## src/verilog/out_sync_pkg.sv

```systemverilog
// Constants and types for the output frequency and sync enable registers
package out_sync_pkg;

  localparam logic [7:0] ADDR_FIRST_OUT = 8'h62;
  localparam logic [7:0] ADDR_SYNC_EN = 8'h63;
  localparam logic [7:0] SYNC_EN_RESET = 8'hC0;
  localparam int MF_EN_BIT = 7;
  localparam int FR_EN_BIT = 6;
  localparam int FIELD_LSB = 4;

  localparam int CLK_MHZ = 100;
  localparam int INIT_MS = 251;
  // One product with no intermediate blow-up, so the 32-bit constant cannot overflow
  localparam int INIT_CYCLES = INIT_MS * CLK_MHZ * 1000;

  // Source of the selected first-output clock
  typedef enum logic [2:0] {
    SRC_OFF = 3'h0,
    SRC_2K = 3'h1,
    SRC_8K = 3'h2,
    SRC_FIRST_ANALOG_PLL = 3'h3,
    SRC_SECOND_ANALOG_PLL = 3'h4,
    SRC_DIGITAL = 3'h5
  } out_src_t;

  typedef struct packed {
    out_src_t src;
    logic [5:0] divide;
  } out_sel_t;

  typedef struct packed {
    logic wr;
    logic rd;
    logic [7:0] addr;
    logic [7:0] wdata;
  } reg_req_t;

endpackage

```

## src/verilog/output_freq_sync_enable_regs.sv

```systemverilog
// Output frequency select and sync enable register bank
`timescale 1ns/1ps
module output_freq_sync_enable_regs
  import out_sync_pkg::*;
#(
  parameter int INIT_COUNT = INIT_CYCLES
) (
  // Clock and reset
  input wire logic i_ref_clk,
  input wire logic i_reset,
  // Board strap pins
  input wire logic [2:0] i_first_output_strap_pins,
  input wire logic i_sonet_sdh_select_pin,
  // Register access from the serial port
  input wire reg_req_t i_req,
  output logic [7:0] o_rdata,
  output logic o_init_done,
  // Decoded output selection and sync enables
  output out_sel_t o_first_out_sel,
  output logic o_multiframe_sync_enable,
  output logic o_frame_sync_enable
);

  ////////////////////////////////////////////////////////////////////////////
  // Request decode, shared by every register that takes host writes
  function automatic logic wr_hit(input reg_req_t r, input logic [7:0] a);
    return r.wr && (r.addr == a);
  endfunction

  ////////////////////////////////////////////////////////////////////////////
  // Strap synchronisers: a change counts once stages two and three agree
  logic [3:0] strap_s1_q, strap_s2_q, strap_s3_q, strap_q;
  always_ff @(posedge i_ref_clk) begin
    strap_s1_q <= {i_sonet_sdh_select_pin, i_first_output_strap_pins};
    strap_s2_q <= strap_s1_q;
    strap_s3_q <= strap_s2_q;
    if (strap_s2_q == strap_s3_q) begin
      strap_q <= strap_s3_q;
    end
  end

  ////////////////////////////////////////////////////////////////////////////
  // Initialization timer after reset release
  // Host writes to the output field stay closed until the count runs out
  typedef enum logic [1:0] {
    INIT_WAIT = 2'b01,
    INIT_OPEN = 2'b10
  } init_state_t;
  init_state_t init_state_q;
  logic [31:0] init_cnt_q;
  logic init_done;

  always_ff @(posedge i_ref_clk) begin
    if (i_reset) begin
      init_state_q <= INIT_WAIT;
    end else begin
      unique case (init_state_q)
        INIT_WAIT: begin
          if (init_cnt_q >= 32'(INIT_COUNT - 1)) begin
            init_state_q <= INIT_OPEN;
          end
        end
        INIT_OPEN: begin
          init_state_q <= INIT_OPEN;
        end
        default: begin
          init_state_q <= INIT_WAIT;
        end
      endcase
    end
  end

  // Counter stops once the window opens, so it never wraps in a long run
  always_ff @(posedge i_ref_clk) begin
    if (i_reset) begin
      init_cnt_q <= '0;
    end else if (init_state_q == INIT_WAIT) begin
      init_cnt_q <= init_cnt_q + 32'h1;
    end
  end

  assign init_done = (init_state_q == INIT_OPEN);
  assign o_init_done = init_done;

  ////////////////////////////////////////////////////////////////////////////
  // First output field: strap default held until the host writes after init
  // Straps pass a synchroniser, so the default is tracked until a host write
  typedef enum logic [1:0] {
    FIELD_STRAP = 2'b01,
    FIELD_HOST = 2'b10
  } field_owner_t;
  field_owner_t owner_q;
  logic [3:0] field_q;
  logic field_wr;

  assign field_wr = wr_hit(i_req, ADDR_FIRST_OUT) && init_done;

  always_ff @(posedge i_ref_clk) begin
    if (i_reset) begin
      owner_q <= FIELD_STRAP;
    end else begin
      unique case (owner_q)
        FIELD_STRAP: begin
          if (field_wr) begin
            owner_q <= FIELD_HOST;
          end
        end
        FIELD_HOST: begin
          owner_q <= FIELD_HOST;
        end
        default: begin
          owner_q <= FIELD_STRAP;
        end
      endcase
    end
  end

  always_ff @(posedge i_ref_clk) begin
    if (i_reset) begin
      field_q <= strap_q;
    end else if (field_wr) begin
      field_q <= i_req.wdata[7:FIELD_LSB];
    end else if (owner_q != FIELD_HOST) begin
      field_q <= strap_q;
    end
  end

  ////////////////////////////////////////////////////////////////////////////
  // Sync enables
  logic [1:0] sync_en_q;
  always_ff @(posedge i_ref_clk) begin
    if (i_reset) begin
      sync_en_q <= SYNC_EN_RESET[MF_EN_BIT:FR_EN_BIT];
    end else if (wr_hit(i_req, ADDR_SYNC_EN)) begin
      sync_en_q <= i_req.wdata[MF_EN_BIT:FR_EN_BIT];
    end
  end
  assign o_multiframe_sync_enable = sync_en_q[1];
  assign o_frame_sync_enable = sync_en_q[0];

  ////////////////////////////////////////////////////////////////////////////
  // Read data, registered; unmapped addresses read zero
  always_ff @(posedge i_ref_clk) begin
    if (i_reset) begin
      o_rdata <= 8'h00;
    end else if (i_req.rd) begin
      unique case (i_req.addr)
        ADDR_FIRST_OUT: o_rdata <= {field_q, 4'h0};
        ADDR_SYNC_EN: o_rdata <= {sync_en_q, 6'h00};
        default: o_rdata <= 8'h00;
      endcase
    end
  end

  ////////////////////////////////////////////////////////////////////////////
  // Code decode; divider map is provisional because the source map is unclear
  function automatic out_sel_t decode(input logic [3:0] code);
    out_sel_t s;
    s = '{src: SRC_OFF, divide: 6'h00};
    unique case (code)
      4'h0: begin
        s.src = SRC_OFF;
        s.divide = 6'h00;
      end
      4'h1: begin
        s.src = SRC_2K;
        s.divide = 6'h01;
      end
      4'h2: begin
        s.src = SRC_8K;
        s.divide = 6'h01;
      end
      4'h3: begin
        s.src = SRC_FIRST_ANALOG_PLL;
        s.divide = 6'h02;
      end
      4'h4: begin
        s.src = SRC_DIGITAL;
        s.divide = 6'h01;
      end
      4'h5: begin
        s.src = SRC_FIRST_ANALOG_PLL;
        s.divide = 6'h10;
      end
      4'h6: begin
        s.src = SRC_FIRST_ANALOG_PLL;
        s.divide = 6'h0C;
      end
      4'h7: begin
        s.src = SRC_FIRST_ANALOG_PLL;
        s.divide = 6'h08;
      end
      4'h8: begin
        s.src = SRC_FIRST_ANALOG_PLL;
        s.divide = 6'h06;
      end
      4'h9: begin
        s.src = SRC_FIRST_ANALOG_PLL;
        s.divide = 6'h04;
      end
      4'hA: begin
        s.src = SRC_SECOND_ANALOG_PLL;
        s.divide = 6'h30;
      end
      4'hB: begin
        s.src = SRC_SECOND_ANALOG_PLL;
        s.divide = 6'h10;
      end
      4'hC: begin
        s.src = SRC_SECOND_ANALOG_PLL;
        s.divide = 6'h0C;
      end
      4'hD: begin
        s.src = SRC_SECOND_ANALOG_PLL;
        s.divide = 6'h08;
      end
      4'hE: begin
        s.src = SRC_SECOND_ANALOG_PLL;
        s.divide = 6'h04;
      end
      4'hF: begin
        s.src = SRC_SECOND_ANALOG_PLL;
        s.divide = 6'h02;
      end
    endcase
    return s;
  endfunction

  // Divides apply to the live PLL clocks, so the result follows their setting
  always_ff @(posedge i_ref_clk) begin
    if (i_reset) begin
      o_first_out_sel <= '{src: SRC_OFF, divide: 6'd0};
    end else begin
      o_first_out_sel <= decode(field_q);
    end
  end

endmodule // output_freq_sync_enable_regs

```

## config.mk

```make
export PLATFORM = sky130hd
export DESIGN_NAME = output_freq_sync_enable_regs
export DESIGN_NICKNAME = d
export VERILOG_FILES = /design/src/verilog/out_sync_pkg.sv /design/src/verilog/output_freq_sync_enable_regs.sv
export SDC_FILE = /design/constraint.sdc
export NUM_CORES = 1
export LEC_CHECK = 0
export BUFFER_PORTS_ARGS = -buffer_cell sky130_fd_sc_hd__buf_2
export CORE_AREA = 3 3 102 104
export DETAILED_ROUTE_END_ITERATION = 10
export DIE_AREA = 0 0 105 107
export PLACE_DENSITY_LB_ADDON = 0.05
export SLEW_MARGIN = 20
export SYNTH_ARGS = -nofsm -noshare
export SYNTH_HDL_FRONTEND = slang
export SYNTH_SLANG_ARGS = --single-unit
```

## constraint.sdc

```tcl
create_clock -name i_ref_clk -period 5.1 [get_ports i_ref_clk]
set_input_delay 0.255 -clock i_ref_clk [delete_from_list [all_inputs] [get_ports i_ref_clk]]
set_output_delay 0.255 -clock i_ref_clk [all_outputs]
set_load 0.005 [all_outputs]
```

==> flow_summary.toml <==
[sta]
worstMarginPinSlew_ns = 0.788
setup_viol = 0
min_period_ns = 2.28
hold_viol_final = 0
fin_setup_tns_ns = 0
rsz0062_at_grt = "false"
skew_ns = 0.00980
final-max-slew-violation-count = 0
period_share_pct = 44.7
max_freq_mhz = 438
hold-worst-slack_ns = 0.206
timing.final.ws_setup_ns = 2.82
max_slew_margin_pct = 46.1

[finish]
final_util_pct = 36.9
multi_input_area_um2 = 1440
fill_cells = 1045
seqCellArea_um2 = 1500
drive_gt1_share_pct = 18.9
nets = 384
diodes = 0
syn_to_final_growth_pct = 17.4

[power]
total_power_w = 0.00118
clock_power_share_pct = 36.7
intPower_w = 0.000843
swShare_pct = 28.6
p_seq_share_pct = 52.5
irDropWorstVdd_uv = 150
p_per_area_nw_per_um2 = 332
power.switching_w = 0.000338
p_leak_nw = 1.43
power_frac_comb_pct = 10.8

[synthesis]
synth_top_family_by_area = "simple AND/OR/NAND/NOR gates"
async_flop_share_pct = 0
synthTopCellsByArea = "dfxtp_1, edfxtp_1, xor2_1, nor2_1, ha_1"
synthMuxAreaShare_pct = 3.59
synthCells = 308
synth_top_area_share_pct = 41.6
synth_enable_flop_cells = 8
synth_seq_area_share_pct = 49.6
synth.largest_area_cell = "dfxtp_1"
syn_area_per_cell_um2 = 9.83
synth-seq-cells = 71
synthMostInstantiatedCell = "dfxtp_1"
ys_types = 40
synth_common_cells = "dfxtp_1, nor2_1, xor2_1"
synth_compound_area_share_pct = 5.53
synth_flop_cell = "dfxtp_1"
synth-simple-area-share_pct = 24.5
synthAdderAreaFrac_pct = 4.13
synth_warnings = 0
syn_area_um2 = 3030
synth-xor-area-share_pct = 9.25

[global_routing]
grt_pass1_vias = 2073
grt_pass1_wl_um = 10100
antenna_found_initial = 0
overflow = 0
grt_use_total_pct = 11.5
grt_max_degree = 53

[drt]
drt_iter0_drc = 66
wl_per_cell_um = 12.5
ant_nets = 0
drt_wl_total_um = 6090
vias = 2175
drc_errors = 0
drt-pass1-iter-count = 5
viasPerCell = 4.46

[run_status]
outcome = "finished clean"

[critical_path]
cpMaxStageDelayCell = "a2111oi_0"
crit_required_ns = 5.35
worst_setup_path_start_kind = "register"
worstPathArrival_ns = 2.53
cp_cell_sequence = "nor4_1, nand4_1, a2111oi_0, nor2_1, a211o_1"
worst_setup_path_end_kind = "register"
cpPeakStageDelay_ns = 0.72
cp_max_fo = 4
criticalPathCategory = "reg -> reg"
critical-path-top-delay-family = "compound AO/OA/AOI/OAI gates"
cp_num_buf_inv = 0

[clock_network]
cts_tree = "done"
clock-sinks = 71
clockBufferDepth = 2
post_cts_resized = 0
cts_buffers = 9
path_clk_slew_ns = 0.09
post_cts_buffers = 0
htreeDepth = 3
clock_latency_ns = 0.35
root_buffer = "clkbuf_8"

[placed_design]
io_buffers = 35
hpwl_um = 4230
routabilityCongestion = 0.724
dp_slack_ns = 2.82

[run]
maxCapViolCount = 0

[floorplan]
core_um2 = 9640
die_h_um = 107
rows = 36
die_x_um = 105
initial_core_util_pct = 31.4
die_area_um2 = 11200
io_pins = 44

[min_path]
hold_class = "in -> reg"
per-stage QoR:
step / area [µm²] / instances
after floorplan: 3040 / 311
after global placement: 3330 / 468
after detailed placement: 3330 / 468
after CTS: 3560 / 488
after global routing: 3560 / 488
final: 3560 / 488
cells by family after synthesis:
| group | count (synthesis) |
|---|---|
| compound gates | 28 |
| xor+xnor | 32 |
| fa+ha+maj | 10 |
| buf+inv | 23 |
| flops | 71 |
| mux | 10 |
| other cells | 1 |
| simple gates | 133 |
routing by layer:
metal	global-route usage (%)	part of all wire (%)	wire [µm]
met5	0	0	0
met4	4.78	1.6	100
met2	16.5	44	2650
met1	15.7	52	3150
met3	3.85	3.0	185
sequential cells by signal (all words and copies together), names as in the netlist:
name,flops
o_rdata,4
strap_q,4
init_cnt_q,32
o_first_out_sel,9
owner_q,2
sync_en_q,2
strap_s1_q,4
strap_s2_q,4
field_q,4
init_state_q,2
strap_s3_q,4
cell usage in the layout (no fill, tap or decap), types with 2 or more instances in the layout:
master / n
dfxtp_1: 63
nor2_1: 51
buf_2: 35
xor2_1: 23
nand2_1: 18
nand4_1: 16
a21oi_1: 12
inv_1: 11
ha_1: 10
xnor2_1: 9
clkbuf_8: 9
nor2b_1: 8
edfxtp_1: 8
mux2_2: 7
o21ai_0: 7
and3_1: 7
nand3_1: 7
nor3_1: 4
or3_1: 4
conb_1: 4
inv_6: 4
dlygate4sd3_1: 4
mux2i_1: 3
nor4_1: 3
a211o_1: 3
and4b_1: 2
nand3b_1: 2
o21a_1: 2
nor4_4: 2
area by class of cell:
class	instances	area share, %
Clock buffer	9	3.48
Inverter	11	1.16
Multi-Input combinational cell	217	40.4
Tap cell	133	4.68
Timing Repair Buffer	40	6.26
Clock inverter	7	1.76
Sequential cell	71	42.2
power groups by stage:
stage / combinational [W] / clock, W / sequential (W)
after floorplan: 0.0000986 / 0 / 0.000627
after global placement: 0.000126 / 0 / 0.000633
after detailed placement: 0.000128 / 0 / 0.000634
after CTS: 0.000131 / 0.000458 / 0.000621
after global routing: 0.000150 / 0.000487 / 0.000625
final: 0.000127 / 0.000434 / 0.000620
repair_timing:
action	in CTS	in global routing
endpoints found under the setup margin	0	0
hold endpoints to repair	4	0
hold buffers	4	0
path summary, 6_finish.rpt:
path	depth (start not counted)	end	slack (ns)	startpoint
setup / recovery	5	init_state_q[0]	2.82	init_cnt_q[27]
hold / removal	2	field_q[1]	0.21	i_req[5]
setup reg to reg	5	init_state_q[0]	2.82	init_cnt_q[27]
hold reg to reg	0	strap_s2_q[2]	0.33	strap_s1_q[2]
(Power assumes the default switching activity.)
